File: src/hdl/reset_brownout_pkg.sv
package reset_brownout_pkg;
   localparam logic [11:0] ADDR_BROWNOUT_CONTROL_STATUS = 12'h000;
   localparam logic [11:0] ADDR_RESET_STATUS = 12'h004;
   localparam int SOFT_ENABLE_BIT = 7;
   localparam int FAST_START_BIT = 6;
   localparam int READY_BIT = 0;
   localparam logic SOFT_ENABLE_RESET = 1'b1;
   localparam logic FAST_START_RESET = 1'b0;
   localparam logic [1:0] MODE_ALWAYS_ON = 2'h3;
   localparam logic [1:0] MODE_OFF_IN_SLEEP = 2'h2;
   localparam logic [1:0] MODE_SOFTWARE = 2'h1;
   localparam logic [1:0] MODE_ALWAYS_OFF = 2'h0;
   localparam int CLK_HZ = 100_000_000;
   localparam int POWERUP_DELAY_MS = 64;
   localparam int POWERUP_DELAY_CYCLES = CLK_HZ / 1000 * POWERUP_DELAY_MS;
   localparam int BROWNOUT_FILTER_NS = 1000;
   localparam int BROWNOUT_FILTER_CYCLES = (BROWNOUT_FILTER_NS + 9) / 10;

   typedef struct packed {
      logic [1:0] brownout_mode_select;
      logic brownout_level_select;
      logic powerup_delay_enable_n;
      logic low_power_undervolt_enable;
   } fuse_s;

   typedef struct packed {
      logic power_on_hold;
      logic below_threshold;
      logic monitor_ready;
      logic low_power_undervolt_detect;
   } monitor_s;

   typedef struct packed {
      logic external_reset_pin;
      logic watchdog_reset;
      logic reset_instruction;
      logic stack_overflow;
      logic stack_underflow;
      logic programming_exit;
   } source_s;

   typedef struct packed {
      logic [31:0] paddr;
      logic psel;
      logic penable;
      logic pwrite;
      logic [31:0] pwdata;
   } apb_req_s;

   typedef enum logic [2:0] {
      ST_HOLD = 3'b001,
      ST_DELAY = 3'b010,
      ST_RUN = 3'b100
   } seq_e;
endpackage : reset_brownout_pkg

File: src/hdl/reset_brownout_sequencer.sv
`timescale 1ns/100ps
// Functional notes
// - Core reset asserted while any reset source requests it.
// - Core held in reset while power-on monitor reports low supply.
// - Power-up delay timer gives 64 ms after power-on or brown-out.
// - Core reset stays asserted while the delay timer runs.
// - Delay timer enabled when active-low enable fuse is clear.
// - Delay timer starts only once power-on and brown-out released.
// - Two-bit field selects always on, off in sleep, software, off.
// - One level-select fuse bit passes straight to the supply monitor.
// - Comparator brown-out only when low supply outlasts the filter time.
// - Modes 11 and 10 wait for ready and supply above threshold.
// - Mode 11 keeps monitor on in sleep; wake not delayed.
// - Mode 10 turns monitor off in sleep; wake waits for ready.
// - Mode 01 soft enable switches monitor; start-up never waits.
// - Software mode protection acts once ready; sleep changes nothing.
// - Forced-on cases add no extra start-up delay beyond ready.
// - Ready flag bit 0 reads 1 while brown-out circuit is active.
// - Soft enable bit 7 resets to 1 on power/brown-out only.
// - Modes 10 and 01: fast-start bit forces the bandgap on.
// - Modes 11 and 00: fast-start bit stored but has no effect.
// - Low-power detector request ORed into the brown-out request.
// - Execution starts after delay timer done and pin released.
module reset_brownout_sequencer #(
   parameter int POWERUP_CYCLES = reset_brownout_pkg::POWERUP_DELAY_CYCLES,
   parameter int FILTER_CYCLES = reset_brownout_pkg::BROWNOUT_FILTER_CYCLES
) (
   input wire logic clk_sys,
   input wire logic rst_b,
   input wire reset_brownout_pkg::fuse_s fuse,
   input wire reset_brownout_pkg::monitor_s monitor,
   input wire reset_brownout_pkg::source_s source,
   input wire logic sleep_mode,
   input wire reset_brownout_pkg::apb_req_s apb_req,
   output logic [31:0] prdata,
   output logic pready,
   output logic pslverr,
   output logic core_reset_b,
   output logic monitor_enable,
   output logic brownout_level_select,
   output logic bandgap_force_on,
   output logic brownout_reset
);
   typedef struct packed {
      logic [1:0] sync;
      reset_brownout_pkg::seq_e seq;
      logic [31:0] delay_count;
      logic [31:0] filter_count;
      logic soft_brownout_enable;
      logic brownout_fast_start;
      logic [31:0] prdata;
      logic pready;
      logic pslverr;
      logic core_reset_b;
      logic monitor_enable;
      logic level;
      logic bandgap;
      logic brownout_reset;
   } state_s;

   state_s state;
   state_s next_state;
   logic rst_int_b;
   logic [1:0] rst_pipe;
   logic power_fail;
   logic other_src;
   logic start_wait;
   logic mon_on;
   logic bo_raw;
   logic access;
   logic complete;

   // Async assert, sync release of the reset used everywhere else
   always_ff @(posedge clk_sys or negedge rst_b) begin
      if (!rst_b) begin
         rst_pipe <= 2'h0;
      end else begin
         rst_pipe <= {rst_pipe[0], 1'b1};
      end
   end
   assign rst_int_b = rst_pipe[1];

   always_comb begin
      mon_on = 1'b0;
      start_wait = 1'b0;
      unique case (fuse.brownout_mode_select)
         reset_brownout_pkg::MODE_ALWAYS_ON: begin
            mon_on = 1'b1;
            start_wait = 1'b1;
         end
         reset_brownout_pkg::MODE_OFF_IN_SLEEP: begin
            mon_on = !sleep_mode;
            start_wait = 1'b1;
         end
         reset_brownout_pkg::MODE_SOFTWARE: begin
            mon_on = state.soft_brownout_enable;
            start_wait = 1'b0;
         end
         reset_brownout_pkg::MODE_ALWAYS_OFF: begin
            mon_on = 1'b0;
            start_wait = 1'b0;
         end
      endcase
   end

   // Protection counts only once the circuit reports ready
   assign bo_raw = mon_on && monitor.monitor_ready && monitor.below_threshold;
   assign access = apb_req.psel && apb_req.penable && !state.pready;
   assign complete = apb_req.psel && apb_req.penable && state.pready;
   assign other_src = source.external_reset_pin || source.watchdog_reset ||
      source.reset_instruction || source.stack_overflow ||
      source.stack_underflow || source.programming_exit;

   always_comb begin
      next_state = state;
      next_state.sync = {state.sync[0], 1'b1};
      // Filter: short dips reset the count and never trip
      if (bo_raw) begin
         if (state.filter_count < 32'(FILTER_CYCLES)) begin
            next_state.filter_count = state.filter_count + 32'h1;
         end
      end else begin
         next_state.filter_count = 32'h0;
      end
      next_state.brownout_reset = (bo_raw &&
         state.filter_count >= 32'(FILTER_CYCLES)) ||
         (fuse.low_power_undervolt_enable &&
         monitor.low_power_undervolt_detect);
      power_fail = monitor.power_on_hold || state.brownout_reset;
      unique case (state.seq)
         reset_brownout_pkg::ST_HOLD: begin
            next_state.delay_count = 32'h0;
            if (!power_fail) begin
               if (!fuse.powerup_delay_enable_n) begin
                  next_state.seq = reset_brownout_pkg::ST_DELAY;
               end else begin
                  next_state.seq = reset_brownout_pkg::ST_RUN;
               end
            end
         end
         reset_brownout_pkg::ST_DELAY: begin
            next_state.delay_count = state.delay_count + 32'h1;
            if (power_fail) begin
               next_state.seq = reset_brownout_pkg::ST_HOLD;
            end else if (state.delay_count >= 32'(POWERUP_CYCLES - 1)) begin
               next_state.seq = reset_brownout_pkg::ST_RUN;
            end
         end
         reset_brownout_pkg::ST_RUN: begin
            if (power_fail) begin
               next_state.seq = reset_brownout_pkg::ST_HOLD;
            end
         end
      endcase
      // Soft enable returns to one on power or brown-out events only
      if (power_fail) begin
         next_state.soft_brownout_enable = reset_brownout_pkg::SOFT_ENABLE_RESET;
         next_state.brownout_fast_start = reset_brownout_pkg::FAST_START_RESET;
      end
      // Write lands on the edge that completes the transfer, not earlier
      if (complete && apb_req.pwrite && !power_fail &&
         apb_req.paddr[11:0] ==
         reset_brownout_pkg::ADDR_BROWNOUT_CONTROL_STATUS) begin
         next_state.soft_brownout_enable =
            apb_req.pwdata[reset_brownout_pkg::SOFT_ENABLE_BIT];
         next_state.brownout_fast_start =
            apb_req.pwdata[reset_brownout_pkg::FAST_START_BIT];
      end
      next_state.pready = access;
      next_state.pslverr = 1'b0;
      next_state.prdata = 32'h0;
      if (access) begin
         unique case (apb_req.paddr[11:0])
            reset_brownout_pkg::ADDR_BROWNOUT_CONTROL_STATUS: begin
               next_state.prdata[reset_brownout_pkg::SOFT_ENABLE_BIT] =
                  state.soft_brownout_enable;
               next_state.prdata[reset_brownout_pkg::FAST_START_BIT] =
                  state.brownout_fast_start;
               next_state.prdata[reset_brownout_pkg::READY_BIT] =
                  state.monitor_enable && monitor.monitor_ready;
            end
            reset_brownout_pkg::ADDR_RESET_STATUS: begin
               next_state.prdata[2:0] = state.seq;
            end
            default: begin
               next_state.pslverr = 1'b1;
            end
         endcase
      end
      // Pin and other sources gate only execution, timer runs on
      // Level gates start-up only; once running, only the filter may reset
      next_state.core_reset_b = (state.seq == reset_brownout_pkg::ST_RUN) &&
         !power_fail && !other_src && !(start_wait && mon_on &&
         (!monitor.monitor_ready ||
         (monitor.below_threshold && !state.core_reset_b))) &&
         state.sync[1];
      next_state.monitor_enable = mon_on;
      next_state.level = fuse.brownout_level_select;
      next_state.bandgap = ((fuse.brownout_mode_select ==
         reset_brownout_pkg::MODE_OFF_IN_SLEEP) ||
         (fuse.brownout_mode_select == reset_brownout_pkg::MODE_SOFTWARE)) &&
         state.brownout_fast_start;
   end

   always_ff @(posedge clk_sys or negedge rst_int_b) begin
      if (!rst_int_b) begin
         state <= '0;
         state.seq <= reset_brownout_pkg::ST_HOLD;
         state.soft_brownout_enable <= reset_brownout_pkg::SOFT_ENABLE_RESET;
         state.brownout_fast_start <= reset_brownout_pkg::FAST_START_RESET;
      end else begin
         state <= next_state;
      end
   end

   assign prdata = state.prdata;
   assign pready = state.pready;
   assign pslverr = state.pslverr;
   assign core_reset_b = state.core_reset_b;
   assign monitor_enable = state.monitor_enable;
   assign brownout_level_select = state.level;
   assign bandgap_force_on = state.bandgap;
   assign brownout_reset = state.brownout_reset;
endmodule : reset_brownout_sequencer

File: config.mk
export PLATFORM = sky130hd
export DESIGN_NAME = reset_brownout_sequencer
export DESIGN_NICKNAME = d
export VERILOG_FILES = /design/src/hdl/reset_brownout_pkg.sv /design/src/hdl/reset_brownout_sequencer.sv
export SDC_FILE = /design/constraint.sdc
export NUM_CORES = 1
export LEC_CHECK = 0
export BUFFER_PORTS_ARGS = -buffer_cell sky130_fd_sc_hd__buf_2
export CORE_MARGIN = 5
export CORE_UTILIZATION = 40
export CTS_CLUSTER_SIZE = 10
export DETAILED_ROUTE_END_ITERATION = 12
export PLACE_DENSITY = 0.66
export SETUP_SLACK_MARGIN = 0.3
export SLEW_MARGIN = 20
export SYNTH_ARGS = -nofsm -noshare
export SYNTH_HDL_FRONTEND = slang
export SYNTH_SLANG_ARGS = --single-unit
export TNS_END_PERCENT = 10
File: constraint.sdc
create_clock -name clk_sys -period 5.3 [get_ports clk_sys]
set_input_delay 0.795 -clock clk_sys [delete_from_list [all_inputs] [get_ports clk_sys]]
set_output_delay 0.795 -clock clk_sys [all_outputs]
set_load 0.02 [all_outputs]
; Word level (Yosys, flattened, before mapping)
; Cells that the tools add are included.
[word_totals]
ff_bits = 85
in_bits = 85
[op_classes]
add_sub_neg = 2
n_eq_ne = 11
n_mux = 20
order_cmp = 3
n_reduce_logical = 43
[op_table]
columns = operator, n
row1 = $add 32x1->32 const B, 2
row2 = $mux 32, 2
row3 = $pmux 32 s2, 1
row4 = $ge 32x23->1 const B, 1
row5 = $ge 32x7->1 const B, 1
row6 = $lt 32x7->1 const B, 1
row7 = $logic_and 1x1->1, 19
row8 = $mux 3, 6
row9 = $eq 12x3->1 const B, 1
row10 = $logic_not 12->1, 1
row11 = $mux 2, 5
row12 = $logic_or 1x1->1, 9
row13 = $pmux 3 s3, 1
row14 = $logic_not 1->1, 7
row15 = $reduce_or 2->1, 3
row16 = $eq 2x2->1 const B, 2
row17 = $ne 2x2->1 const B, 2
row18 = $pmux 1 s2, 2
row19 = $pmux 1 s4, 1
row20 = $reduce_bool 2->1, 2
row21 = $eq 3x1->1 const B, 1
row22 = $eq 3x2->1 const B, 1
row23 = $eq 3x3->1 const B, 1
row24 = $ne 3x3->1 const B, 1
row25 = other kinds (5), 6

; Logic depth before layout (Yosys ltp)
[depth]
ltp_word = 9
mapped_depth = 8
mapped_depth_nobuf = 6

; Worst setup path before layout
; No wires, ideal clock.
[synth_path]
path_kind = input to register
from = in fuse[4] (netlist bit)
to = reg state[44] (netlist bit)
path_buffers = 2
setup_ns = 0.079
slack_ns = 3.250
arrival_ns = 1.971
stages = 8
path_cell_list = inv_1 ha_1 a21oi_1 a21oi_1 clkbuf_1 clkbuf_1 nand2_1 mux2i_1
[synth_via]
elab_chain_len = 5
elab_cells_between_ends = 9
[synth_lines]
columns = element, line
row1 = start: declaration, reset_brownout_sequencer.sv:30  ; input wire reset_brownout_pkg::fuse_s fuse,
row2 = "$eq 2x1->1, or another cell as far along", reset_brownout_sequencer.sv:86  ; unique case (fuse.brownout_mode_select)
row3 = $pmux 1 s4 (*), reset_brownout_sequencer.sv:86
row4 = $logic_and 1x1->1 (*) (2 in a row), reset_brownout_sequencer.sv:107  ; assign bo_raw = mon_on && monitor.monitor_ready && monitor.below_threshold;
row5 = $ne 2x1->1 (no line) / $mux 32 (equally long branches), --
row6 = end signal: assignment, reset_brownout_sequencer.sv:212  ; state <= next_state;
row7 = end: declaration, reset_brownout_sequencer.sv:61  ; state_s state;
; Mark *: on every way between the ends. The rest lies on a longest branch, timed or not.
; A chain may end at the register's enable or synchronous reset.

; Worst setup path in the final report
[layout_path]
from = reg state[106] (netlist bit)
to = reg state[92] (netlist bit)
[layout_via]
elab_chain_len = 2
elab_cells_between_ends = 4
[layout_lines]
columns = element, line
row1 = $eq 3x2->1 / $eq 3x1->1 (equally long branches), reset_brownout_sequencer.sv:130  ; unique case (state.seq)
row2 = $pmux 32 s2 / $reduce_bool 2->1 (equally long branches), --
; Parallel ways exist; a longest one is shown, timed or not.

==> metrics.cfg <==
[drt]
drcViolationCount=0
detail_route.iter0.violations=174
final_antenna_net_count=0
route.vias.total=2958
vias_per_cell=5.04
finalWirelength_um=7850
wl_per_cell_um=13.4
1st_pass_router_iterations=4

[timing]
final.period_utilization_pct=46.1
max-slew-margin-rel_pct=34.4
finalWorstPathRequiredPeriod_ns=2.44
report.final.slew_viol_count=0
final_report_setup_violation_count=0
worst-slew-pin-transition_ns=0.976
setup_total_negative_slack_ns=0
hold_viol=0
grt_setup_unrepaired=no
max_clock_freq_mhz=410
fin_worst_skew_ns=0.00845
fin_worst_hold_slack_ns=0.205

[global_route]
global_route.usage.total_pct=12.7
grt_antenna_before_repair=0
gr-total-overflow=0
grt_max_degree=84
grt_first_pass_wirelength_um=13300
grt_pass1_vias=2877

[floorplan]
die_h_um=112
die_area_um2=12600
initial_utilization_pct=40.7
core_area_um2=10300
rows=37
die_w_um=112
boundaryPins=124

[pwr]
leakage_nw=2.37
pwr-share-comb_pct=13.4
intPower_mw=1.03
power_density_over_the_cells_nw_per_um2=309
sw_frac_of_total_pct=28.2
sequentialPowerShare_pct=51.3
clkPwrFrac_pct=35.3
switching_power_uw=403
fin_total_pwr_mw=1.43
worst_ir_drop_vdd_v=0.000141

[cells_and_area]
synthToLayoutAreaGrowth_pct=10.6
final_layout_size_suffix_gt1_share_pct=16.0
largest_register_ffs=70
registers.top_by_ff_count=state
layout.nets=538
antenna-diode-count=0
fin_util_pct=45.0

[critical_path]
cpLargestDelayFamily=simple AND/OR/NAND/NOR gates
critPathSlowestCell=nor4_4
end_kind=flip-flop
crit_type=reg2reg
critPathLaunch=state[106]$_DFFE_PN0P_
critPathMaxFanout=17
crit_buf_inv=0
critical_path_start_type=flip-flop
r2r-start=state[106]$_DFFE_PN0P_
critical-path-max-stage-delay_ns=0.78
critical_path.cell_chain=or3b_1 -> nor4_4 -> nand4_1 -> mux2i_1
worst-endpoint-required_ns=5.54
crit_arrival_ns=2.68

[synth]
ys_ff_latch=85
synth_seq_area_share_pct=50.9
synth_enable_flop_cells=0
synth_cell_type_count=45
yosysWarningCount=0
syn_area_per_cell_um2=10.3
synth_top_flop_cell=dfrtp_1
post_synth_inst_count=406
synthesis.area_um2=4180
asyncSetResetFlopFracSynth_pct=100

[clock_network]
cts.clk_slew.worst_paths_ns=0.08
count_of_h_tree_levels_built_during_cts=3
tritoncts=yes
cts_hold_buf=0
clock_tree.root_cell=clkbuf_8
clk-insertion-delay-late_ns=0.36
tritoncts_num_sinks=85
cts_buffer_depth=2
post_cts_buffers=0
cts_resized=0
cts-buffers-inserted=9

[placed_design]
post-dp-hpwl_um=5320
gp_congestion=0.781
place.port_buffers=46

[worst_hold_path]
hp_class=in2async

[run]
drv_cap=0

[status]
status=complete, no violations

[path summary, 6_finish.rpt]
check | to | cells after the start | slack, ns
max | state[92]$_DFFE_PN0P_ | 4 | 2.86
min reg2reg | state[49]$_DFFE_PN0P_ | 0 | 0.34
max reg2reg | state[92]$_DFFE_PN0P_ | 4 | 2.86
min in group clk_sys | state[109]$_DFF_PN0_ | 0 | 0.35
max in group asynchronous | core_reset_b$_DFF_PN0_ | 1 | 4.35
min | rst_pipe[1]$_DFF_PN0_ | 1 | 0.21
[kinds of logic after synthesis]
logic type               count (synthesis)  share of synthesized area, %
other                                    2                         0.180
flip-flops                              85                          50.9
multiplexers                            29                          6.94
buffers and inverters                   51                          8.08
adder cells (fa/ha/maj)                  7                          2.10
AO/OA/AOI/OAI                           42                          6.59
AND/OR/NAND/NOR                        190                          25.2
[Yosys cell counts, drive strengths merged, types with 2 or more instances]
library cell   n  area share (%)
nor2b          3            0.45
and4           6             1.3
nand4         15             2.2
o21ai         14             1.7
o21a           3            0.54
o41ai          2            0.42
or3            2            0.30
a21oi          7            0.84
mux2i         29             6.9
conb           2            0.18
a31oi          2            0.30
and2          29             4.3
nand3         20             2.4
and3          11             1.6
inv            5            0.45
o31ai          3            0.54
ha             7             2.1
clkbuf         9            0.81
nor4          17             3.3
dfrtp         83              50
dfstp          2             1.3
nor3          11             1.3
nor4b          2            0.42
nand2b         5            0.75
nand4b         2            0.42
nand2         51             4.6
buf           37             6.8
nor2          12             1.1
[cell usage in the layout, fill, tap and decap left out, types with 7 or more instances in the layout]
cell / n
and2_1: 29
and3_1: 11
buf_2: 46
clkbuf_8: 10
conb_1: 29
dfrtp_1: 82
ha_1: 7
mux2i_1: 29
nand2_1: 51
nand3_1: 20
nand4_1: 15
nor2_1: 12
nor3_1: 11
nor4_1: 15
o21ai_0: 14
[per-layer routing]
| layer | share of wire (%) | global-route usage (%) |
|---|---|---|
| met1 | 45 | 15.4 |
| met2 | 49 | 21.3 |
| met3 | 4.2 | 4.31 |
| met4 | 1.8 | 3.93 |
| met5 | 0 | 0 |
[layout make-up]
class                   instances  area (um2)
fillers                       984        5660
flip-flops and latches         85        2130
multi-input cells             297        1820
repair buffers                 48         258
well taps                     136         170
clock buffers                  10         138
clock inverters                 6        86.3
inverters                       5        18.8
[metrics by stage]
| stage | setup slack (ns) | area [um2] | instances |
|---|---|---|---|
| 2_1_floorplan | 2.76 | 4280 | 433 |
| 3_3_place_gp | 2.91 | 4380 | 570 |
| 3_5_place_dp | 2.89 | 4380 | 570 |
| 4_1_cts | 2.87 | 4600 | 586 |
| 5_1_grt | 2.70 | 4620 | 587 |
| 6_report | 2.86 | 4620 | 587 |
[power by group through the flow]
stage	Combinational, mW	Sequential [mW]	Clock (mW)
global placement	0.180	0.748	0
global route	0.218	0.741	0.550
CTS	0.185	0.738	0.523
finish	0.191	0.733	0.505
detailed placement	0.184	0.750	0
floorplan	0.181	0.729	0
(Power assumes the default switching activity.)
